==> config.mk <==
export PLATFORM = sky130hd
export DESIGN_NAME = bsr_top
export DESIGN_NICKNAME = d
export VERILOG_FILES = /design/src/design/bsr_phase.v /design/src/design/bsr_top.v
export VERILOG_INCLUDE_DIRS = /design/src /design/src/pkg
export SDC_FILE = /design/constraint.sdc
export NUM_CORES = 1
export LEC_CHECK = 0
export ABC_AREA = 0
export BUFFER_PORTS_ARGS = -buffer_cell sky130_fd_sc_hd__clkbuf_2
export CORE_MARGIN = 2
export CORE_UTILIZATION = 40
export CTS_CLUSTER_SIZE = 25
export DETAILED_ROUTE_END_ITERATION = 12
export GPL_TIMING_DRIVEN = 0
export PLACE_DENSITY = 0.74
export SYNTH_ARGS = -nofsm -noshare
export SYNTH_HDL_FRONTEND = slang
export SYNTH_HIERARCHICAL = 1
export SYNTH_SLANG_ARGS = --single-unit
==> constraint.sdc <==
create_clock -name clk -period 1.98 [get_ports clk]
set_input_delay 0 -clock clk [delete_from_list [all_inputs] [get_ports clk]]
set_output_delay 0 -clock clk [all_outputs]
set_load 0.02 [all_outputs]
==> src/pkg/bsr_defs.vh <==
// constants for the bus reset and standby sequencer
`ifndef BSR_DEFS_VH
`define BSR_DEFS_VH

// ****************************************************************
// widths
// ****************************************************************
`define BSR_ADDR_W      20
`define BSR_DATA_W      8
`define BSR_PORT_W      8
`define BSR_BST_W       3
`define BSR_SEQ_W       3
`define BSR_CNT_W       4

// ****************************************************************
// bus state codes driven by the bus controller
// ****************************************************************
`define BSR_BST_IDLE    3'h0
`define BSR_BST_FIRST   3'h1
`define BSR_BST_SECOND  3'h2
`define BSR_BST_THIRD   3'h3
`define BSR_BST_WAIT    3'h4

// ****************************************************************
// sequencer state codes
// ****************************************************************
`define BSR_SEQ_RUN     3'h0
`define BSR_SEQ_ARMED   3'h1
`define BSR_SEQ_HOLD    3'h2
`define BSR_SEQ_INIT    3'h3
`define BSR_SEQ_SLEEP   3'h4

// ****************************************************************
// timing: system clock is the 200 MHz clock divided by two
// ****************************************************************
`define BSR_RETAIN_CYC  4'hA
`define BSR_CNT_ONE     4'h1
`define BSR_ADDR_ZERO   20'h00000
`define BSR_DATA_ZERO   8'h00
`define BSR_PORT_ZERO   8'h00
`define BSR_PORT_OFF    8'hFF

`endif

==> src/design/bsr_phase.v <==
// system clock phase divider: half-state enable pulses
module bsr_phase
(
	// clock and reset
	input  wire clk,
	input  wire rst,
	// phase enables
	output reg  phi_high,
	output wire phi_fall,
	output wire phi_rise
);

	// ****************************************************************
	// divide by two: each system clock half is one 5 ns cycle
	// ****************************************************************
	always @(posedge clk)
	begin
		if (rst)
			phi_high <= 1'b0;
		else
			phi_high <= ~phi_high;
	end

	// falling edge pulse comes in the cycle where the phase is high
	assign phi_fall = phi_high;
	assign phi_rise = ~phi_high;

endmodule // bsr_phase

==> src/design/bsr_top.v <==
// bus pin reset sequencer and hardware standby handling
`include "bsr_defs.vh"

module bsr_top
(
	// clock and reset
	input  wire                     clk,
	input  wire                     rst,
	// board control pins
	input  wire                     chip_init_n,
	input  wire                     hold_low_power_n,
	input  wire                     internal_ram_enable,
	// bus controller side
	input  wire [`BSR_BST_W-1:0]    bus_state,
	input  wire                     two_state_area,
	input  wire [`BSR_ADDR_W-1:0]   core_addr,
	input  wire                     core_as_n,
	input  wire                     core_rd_n,
	input  wire                     core_wr_n,
	input  wire [`BSR_DATA_W-1:0]   core_data,
	input  wire                     core_data_drive,
	// general port side
	input  wire [`BSR_PORT_W-1:0]   core_port_out,
	input  wire [`BSR_PORT_W-1:0]   core_port_dir,
	// address pins
	output wire [`BSR_ADDR_W-1:0]   addr_out,
	output wire                     addr_oe_n,
	// strobe pins
	output wire                     address_strobe_n,
	output wire                     read_strobe_n,
	output wire                     store_strobe_n,
	output wire                     strobe_oe_n,
	// data pins
	output wire [`BSR_DATA_W-1:0]   data_out,
	output wire                     data_oe_n,
	// port pins
	output wire [`BSR_PORT_W-1:0]   port_out,
	output wire [`BSR_PORT_W-1:0]   port_oe_n,
	// status
	output wire                     init_active,
	output wire                     standby_active,
	output reg                      retain_fault
);

	// ****************************************************************
	// declarations
	// ****************************************************************
	wire                    phi_fall;
	wire                    phi_rise;
	reg  [`BSR_SEQ_W-1:0]   seq;
	reg  [`BSR_SEQ_W-1:0]   next_seq;
	reg  [`BSR_ADDR_W-1:0]  addr_q;
	reg  [`BSR_DATA_W-1:0]  data_q;
	reg  [`BSR_PORT_W-1:0]  port_q;
	reg  [`BSR_CNT_W-1:0]   init_cnt;
	reg                     standby_prev;
	wire                    init_now;
	wire                    in_standby;
	wire                    holds_addr;
	wire                    clears_addr;
	wire                    sample_low;
	wire                    sample_high;

	// ****************************************************************
	// system clock phases
	// ****************************************************************
	bsr_phase u_phase
	(
		.clk      (clk),
		.rst      (rst),
		.phi_high (),
		.phi_fall (phi_fall),
		.phi_rise (phi_rise)
	);

	// ****************************************************************
	// pin level decode
	// ****************************************************************
	// the pin acts at once on the strobe, data and port pins, the sequencer only on samples except on leaving standby
	assign init_now    = ~chip_init_n;
	assign in_standby  = ~hold_low_power_n;
	assign sample_low  = phi_fall & ~chip_init_n;
	assign sample_high = phi_fall &  chip_init_n;

	// states in which the address is still valid and must be held
	assign holds_addr  = (bus_state == `BSR_BST_THIRD) |
	                     (two_state_area &
	                      (bus_state == `BSR_BST_SECOND));

	// states whose address is dropped half a state after sampling
	assign clears_addr = ~holds_addr &
	                     ((bus_state == `BSR_BST_FIRST) |
	                      (bus_state == `BSR_BST_SECOND) |
	                      (bus_state == `BSR_BST_WAIT));

	// ****************************************************************
	// sequencer next state
	// ****************************************************************
	always @*
	begin
		next_seq = seq;
		case (seq)
			`BSR_SEQ_RUN:
			begin
				if (in_standby)
					next_seq = `BSR_SEQ_SLEEP;
				else if (sample_low && holds_addr)
					next_seq = `BSR_SEQ_HOLD;
				else if (sample_low && clears_addr)
					next_seq = `BSR_SEQ_ARMED;
				else if (sample_low)
					next_seq = `BSR_SEQ_INIT;
			end
			`BSR_SEQ_ARMED:
			begin
				// half a state after the falling-edge sample
				if (in_standby)
					next_seq = `BSR_SEQ_SLEEP;
				else if (phi_rise)
					next_seq = `BSR_SEQ_INIT;
			end
			`BSR_SEQ_HOLD:
			begin
				// the held state ends at the next falling edge
				if (in_standby)
					next_seq = `BSR_SEQ_SLEEP;
				else if (phi_fall)
					next_seq = `BSR_SEQ_INIT;
			end
			`BSR_SEQ_INIT:
			begin
				if (in_standby)
					next_seq = `BSR_SEQ_SLEEP;
				else if (sample_high)
					next_seq = `BSR_SEQ_RUN;
			end
			`BSR_SEQ_SLEEP:
			begin
				// leave into the reset state while the reset pin is low,
				// or straight back to run once the pin is already high
				if (!in_standby && init_now)
					next_seq = `BSR_SEQ_INIT;
				else if (!in_standby)
					next_seq = `BSR_SEQ_RUN;
			end
			default:
				next_seq = `BSR_SEQ_INIT;
		endcase
	end

	// ****************************************************************
	// sequencer state register
	// ****************************************************************
	always @(posedge clk)
	begin
		if (rst)
			seq <= `BSR_SEQ_INIT;
		else
			seq <= next_seq;
	end

	// ****************************************************************
	// address register
	// ****************************************************************
	// outside reset and standby the address follows the bus controller; a held
	// address freezes, an initialised one reads as all zero
	always @(posedge clk)
	begin
		if (rst)
			addr_q <= `BSR_ADDR_ZERO;
		else if (next_seq == `BSR_SEQ_INIT)
			addr_q <= `BSR_ADDR_ZERO;
		else if (next_seq == `BSR_SEQ_HOLD ||
		         next_seq == `BSR_SEQ_ARMED)
			addr_q <= addr_q;
		else if (next_seq == `BSR_SEQ_RUN && !init_now)
			addr_q <= core_addr;
	end

	// ****************************************************************
	// data and port output registers
	// ****************************************************************
	always @(posedge clk)
	begin
		if (rst)
		begin
			data_q <= `BSR_DATA_ZERO;
			port_q <= `BSR_PORT_ZERO;
		end
		else
		begin
			data_q <= core_data;
			port_q <= core_port_out;
		end
	end

	// ****************************************************************
	// retention check on the board sequence
	// ****************************************************************
	// counts system cycles the reset pin has been low; saturates so
	// a long reset never wraps back under the threshold
	always @(posedge clk)
	begin
		if (rst || !chip_init_n)
		begin
			if (rst || chip_init_n)
				init_cnt <= {`BSR_CNT_W{1'b0}};
			else if (phi_fall && init_cnt != `BSR_RETAIN_CYC)
				init_cnt <= init_cnt + `BSR_CNT_ONE;
		end
		else
			init_cnt <= {`BSR_CNT_W{1'b0}};
	end

	// the far side owes this order; we only flag a breach
	always @(posedge clk)
	begin
		if (rst)
		begin
			standby_prev <= 1'b1;
			retain_fault <= 1'b0;
		end
		else
		begin
			standby_prev <= hold_low_power_n;
			if (standby_prev && !hold_low_power_n && internal_ram_enable &&
			    init_cnt != `BSR_RETAIN_CYC)
				retain_fault <= 1'b1;
		end
	end

	// ****************************************************************
	// address pins
	// ****************************************************************
	// a held or armed address keeps driving; standby floats it
	assign addr_out  = addr_q;
	assign addr_oe_n = in_standby | (seq == `BSR_SEQ_SLEEP);

	// ****************************************************************
	// strobe pins
	// ****************************************************************
	// combinational override: the strobes must rise in the same
	// cycle as the pin, not one sample later
	assign address_strobe_n = core_as_n | init_now |
	                          (seq != `BSR_SEQ_RUN);
	assign read_strobe_n    = core_rd_n | init_now |
	                          (seq != `BSR_SEQ_RUN);
	assign store_strobe_n   = core_wr_n | init_now |
	                          (seq != `BSR_SEQ_RUN);
	assign strobe_oe_n      = addr_oe_n;

	// ****************************************************************
	// data pins
	// ****************************************************************
	assign data_out  = data_q;
	assign data_oe_n = ~core_data_drive | init_now | in_standby |
	                   (seq != `BSR_SEQ_RUN);

	// ****************************************************************
	// port pins
	// ****************************************************************
	// every port turns input while reset or standby is present
	assign port_out  = port_q;
	assign port_oe_n = (init_now | in_standby | (seq != `BSR_SEQ_RUN)) ?
	                   `BSR_PORT_OFF : ~core_port_dir;

	// ****************************************************************
	// status
	// ****************************************************************
	assign init_active    = init_now | (seq != `BSR_SEQ_RUN);
	assign standby_active = (seq == `BSR_SEQ_SLEEP);

endmodule // bsr_top

# Word-level counts from Yosys, hierarchy flattened

Cells that the tools add are included.
Widths: inputs -> output; s select.

Word-level logic and storage cells: 82
Input port bits: 57
Register bits: 46

Reduce and logical (&&, ||, !) cells: 19
Add/sub/neg operators: 1
Bitwise gates (word level): 28
Multiplexer cells: 14
Equality and inequality tests: 12

Operator list:

| cell                | number |
|---|---|
| $mux 3              | 12 |
| $eq 3x2->1 const B  | 6 |
| $or 1x1->1          | 16 |
| $pmux 3 s5          | 1 |
| $eq 3x1->1 const B  | 3 |
| $logic_and 1x1->1   | 8 |
| $mux 8              | 1 |
| $not 8->8           | 1 |
| $not 1->1           | 7 |
| $eq 3x3->1 const B  | 2 |
| $logic_not 3->1     | 2 |
| $add 4x1->4 const B | 1 |
| $and 1x1->1         | 4 |
| $ne 4x4->1 const B  | 1 |
| $reduce_or 2->1     | 2 |
| $logic_or 1x1->1    | 3 |
| $reduce_bool 3->1   | 1 |
| $logic_not 1->1     | 2 |
| $reduce_and 2->1    | 1 |

# Depth between registers and ports, before layout

Word-level depth: 14
Gate-level depth with buffers: 7

# Hierarchy

Netlist, hierarchy kept.

Modules (own cells, without submodules):

| module    | cells each | times used | area an instance (um^2) | sequential area each (um^2) |
|---|---|---|---|---|
| bsr_top   | 175        | 1          | 1846.8                  | 900.9 |
| bsr_phase | 4          | 1          | 35.0                    | 20.0 |

# Worst setup path before layout

No wires, ideal clock.

Path type: reg-to-reg
From: register u_phase.phi_high, in the netlist u_phase/phi_fall
To: register addr_q[0], in the netlist addr_out[0]
Data required time: 1.865 ns
Setup time: 0.115 ns
Path slack: 0.433 ns
Path buffers: 1
Data arrival time: 1.433 ns
Stages on the path, launching flop included: 7
Path through: dfxtp_1 and2_4 a311o_2 nand4_4 buf_12 mux2i_1 nor2_2

Word-level cells in the longest chain between the ends: 10
Elaborated cells on any way between the ends: 24

RTL lines:

| what                                                      | line                         | RTL |
|---|---|---|
| from (decl)                                               | bsr_phase.v:8                | `output reg phi_high,` |
| from (signal assigned)                                    | bsr_phase.v:21               | `phi_high <= ~phi_high;` |
| $and 1x1->1                                               | bsr_top.v:82                 | `assign sample_low = phi_fall & ~chip_init_n;` |
| $mux 3 / $logic_and 1x1->1 (equally long branches)        | bsr_top.v:111, bsr_top.v:109 |  |
| $mux 3                                                    | bsr_top.v:109                | `else if (sample_low && clears_addr)` |
| $mux 3                                                    | bsr_top.v:107                | `else if (sample_low && holds_addr)` |
| $mux 3                                                    | bsr_top.v:105                | `if (in_standby)` |
| $pmux 3 s5 (*)                                            | bsr_top.v:102                | `case (seq)` |
| $eq 3x2->1 (no line) / $eq 3x1->1 (equally long branches) | -                            |  |
| $logic_or 1x1->1 (no line)                                | -                            |  |
| $not 1->1 (no line)                                       | -                            |  |
| $reduce_and 2->1 (no line)                                | -                            |  |
| to (signal assigned)                                      | bsr_top.v:170                | `` addr_q <= `BSR_ADDR_ZERO; `` |
| to (signal assigned)                                      | bsr_top.v:172                | `` addr_q <= `BSR_ADDR_ZERO; `` |
| to (signal assigned)                                      | bsr_top.v:175                | `addr_q <= addr_q;` |
| to (decl)                                                 | bsr_top.v:52                 | `` reg [`BSR_ADDR_W-1:0] addr_q; `` |

Mark *: on every way between the ends. The rest lies on a longest branch, timed or not.
A chain may end at the register's enable or synchronous reset.

# Worst setup path in the final report

From: register seq[0]
To: output port data_oe_n

Word-level cells in the longest chain between the ends: 2

RTL lines:

| what                        | line          | RTL |
|---|---|---|
| from (decl)                 | bsr_top.v:50  | `` reg [`BSR_SEQ_W-1:0] seq; `` |
| from (signal assigned)      | bsr_top.v:157 | `` seq <= `BSR_SEQ_INIT; `` |
| from (signal assigned)      | bsr_top.v:159 | `seq <= next_seq;` |
| $reduce_bool 3->1 (no line) | -             |  |
| $or 1x1->1                  | bsr_top.v:256 | `assign data_oe_n = ~core_data_drive \| init_now \| in_standby \|` |
| to (decl)                   | bsr_top.v:35  | `output wire data_oe_n,` |

No other way between the ends.

==> impl_metrics.toml <==
[synth]
ys_warn_count = 6
syn_inst = 178
netlist_area_um2 = 1870
synthesis.nets = 237
postSynthAreaPerCell_um2 = 10.5

[floorplanning]
die_w_um = 72.5
core_area_um2 = 4440
num_rows = 24
io_pins = 110
dieArea_um2 = 5250
initial_core_util_pct = 42.2
die_h_um = 72.5

[flow_run]
drv_cap = 0

[worst_setup_path]
cp_cell_sequence = "nor2_2, inv_1, nor3b_2, and2_2, buf_6, nand2_1, clkbuf_2"
cpMaxStageDelayCell = "dfxtp_1"
worstPathMaxFanout = 9
critical_path_required_ns = 1.98
critPathTopFamily = "simple AND/OR/NAND/NOR gates"
endpoint_kind = "output port"
arrival_ns = 1.79
slowest_delay_ns = 0.38
crit_type = "reg -> out"
crit_buf_inv = 3
startpoint_type = "register"

[sta]
hold_violations = 0
maxSlewHeadroom_pct = 71.7
max_freq_mhz = 558
post-route-min-period_ns = 1.79
finClkSkew_ns = 0.00125
tightestPinTransition_ns = 0.424
finalSetupViolations = 0
drv_slew = 0
setup_tns_ns = 0
grt_setup_unrepaired = "false"
post-route-period-util_pct = 90.5

[power_and_ir_drop]
internal_power_mw = 1.51
p_total_mw = 2.00
power_density_nw_per_um2 = 674
p_sw_uw = 495
pwr-share-seq_pct = 49.6
power.share.clock_pct = 32.0
p_sw_share_pct = 24.7
power_leakage_nw = 1.49
peakVddDrop_mv = 0.439
combPwrFrac_pct = 18.4

[placed_design]
dp_cells = 338
port-buffer-count = 108
globalplace.congestion = 0.719
dp_hpwl_um = 2860

[layout]
fillers = 364
layout.nets = 389
diodes = 0
drive_above_1_share_pct = 45.9
area_growth_pct = 58.3
fin_cells = 383
post-route-util_pct = 66.8

[detailed_routing]
drt_wl_total_um = 4330
antenna_left = 0
via_per_inst = 4.48
drtIter0Drc = 14
firstDrtPassIters = 4
dr_total_vias = 1715
drc = 0
wl_per_cell_um = 11.3

[global_routing]
grt_overflow = 0
grt_pass1_wl_um = 6910
grt_pass1_vias = 1688
track_usage_pct = 16.5
grt_max_degree = 14
antenna_found_initial = 0

[hold_path]
min_path_type = "in -> reg"

[status]
outcome = "finished clean"

[cts]
clock_latency_ns = 0.29
clock-sinks = 46
cts-htree-levels = 2
cts_tree = "yes"
numCtsBuffers = 5
cts_root_buf = "clkbuf_8"
clkTransAtPathRegs_ns = 0.08
cts_max_path_buffers = 2
layout make-up:
type                            count  area [um^2]  area share (%)
Timing Repair Buffer              145          911            30.7
Inverter                            4         15.0           0.506
Tap cell                           52         65.1            2.19
Buffer                              9         93.8            3.16
Clock buffer                        8          110            3.71
Sequential cell                    46          921            31.0
Multi-Input combinational cell    119          852            28.7
power by group through the flow:
stage / Sequential, mW / Combinational [mW] / Clock [mW]
CTS: 0.991 / 0.369 / 0.663
floorplan: 1.05 / 0.155 / 0
global route: 0.998 / 0.400 / 0.694
global placement: 1.01 / 0.307 / 0
finish: 0.992 / 0.369 / 0.640
detailed placement: 1.01 / 0.311 / 0
through the flow:
step,cell area [um^2],hold WS [ns],worst slack [ns]
4_1_cts,2970,0.00751,0.0904
6_report,2970,0.0123,0.187
5_1_grt,2970,0.0345,0.0429
2_1_floorplan,1870,0.0667,0.445
3_3_place_gp,2480,0.207,0.294
3_5_place_dp,2480,0.216,0.278
metal layers:
layer	up-vias	routed length, um	global-route usage [%]
met5	-	0	0
met4	0	27	4.32
met3	5	342	5.14
met2	62	2220	32.2
met1	754	1740	16.9
li1	894	-	-
worst min-delay path, delay by kind of cell:
kind,cells,cell delay [ns]
buf+inv,1,0.09
compound gates,1,0.10
simple gates,1,0.08
registers in the layout (all words and copies together) (netlist names):
signal	cells
init_cnt	4
data_out	8
port_out	8
retain_fault	1
standby_prev	1
u_phase/phi_fall	1
seq	3
addr_out	20
final timing paths:
path	start	endpoint	slack, ns	depth (start not counted)
worst max-delay path	seq[0]$_SDFF_PP1_	data_oe_n	0.19	7
worst min-delay path	two_state_area	seq[1]$_SDFF_PP1_	0.01	3
worst max register to register	u_phase/phi_fall$_SDFF_PP0_	addr_out[10]$_SDFFE_PP0P_	0.29	6
worst min register to register	retain_fault$_SDFFE_PP0P_	retain_fault$_SDFFE_PP0P_	0.47	2
cells in the final DEF (no fill, tap or decap), types with 2 or more instances in the layout:
| cell | count |
|---|---|
| nor2_1 | 6 |
| buf_12 | 2 |
| buf_6 | 3 |
| a21oi_1 | 3 |
| ha_1 | 2 |
| nand2_1 | 12 |
| nor3b_2 | 2 |
| nand2b_1 | 4 |
| nor2b_1 | 17 |
| dlygate4sd3_1 | 37 |
| or2b_1 | 3 |
| nor2_2 | 21 |
| nand3_1 | 2 |
| xor2_1 | 2 |
| xnor2_1 | 2 |
| mux2i_1 | 20 |
| and2_1 | 2 |
| clkbuf_1 | 2 |
| inv_1 | 4 |
| clkbuf_2 | 108 |
| clkbuf_8 | 8 |
| dfxtp_1 | 46 |
| nor3_1 | 3 |
repair_timing:
item,CTS,global route
resized for setup,1,1
endpoints found under the hold margin,37,0
setup endpoints to repair,9,9
hold buffers,37,0
setup buffers,0,0
No activity file was read; power rests on OpenSTA's default activity.
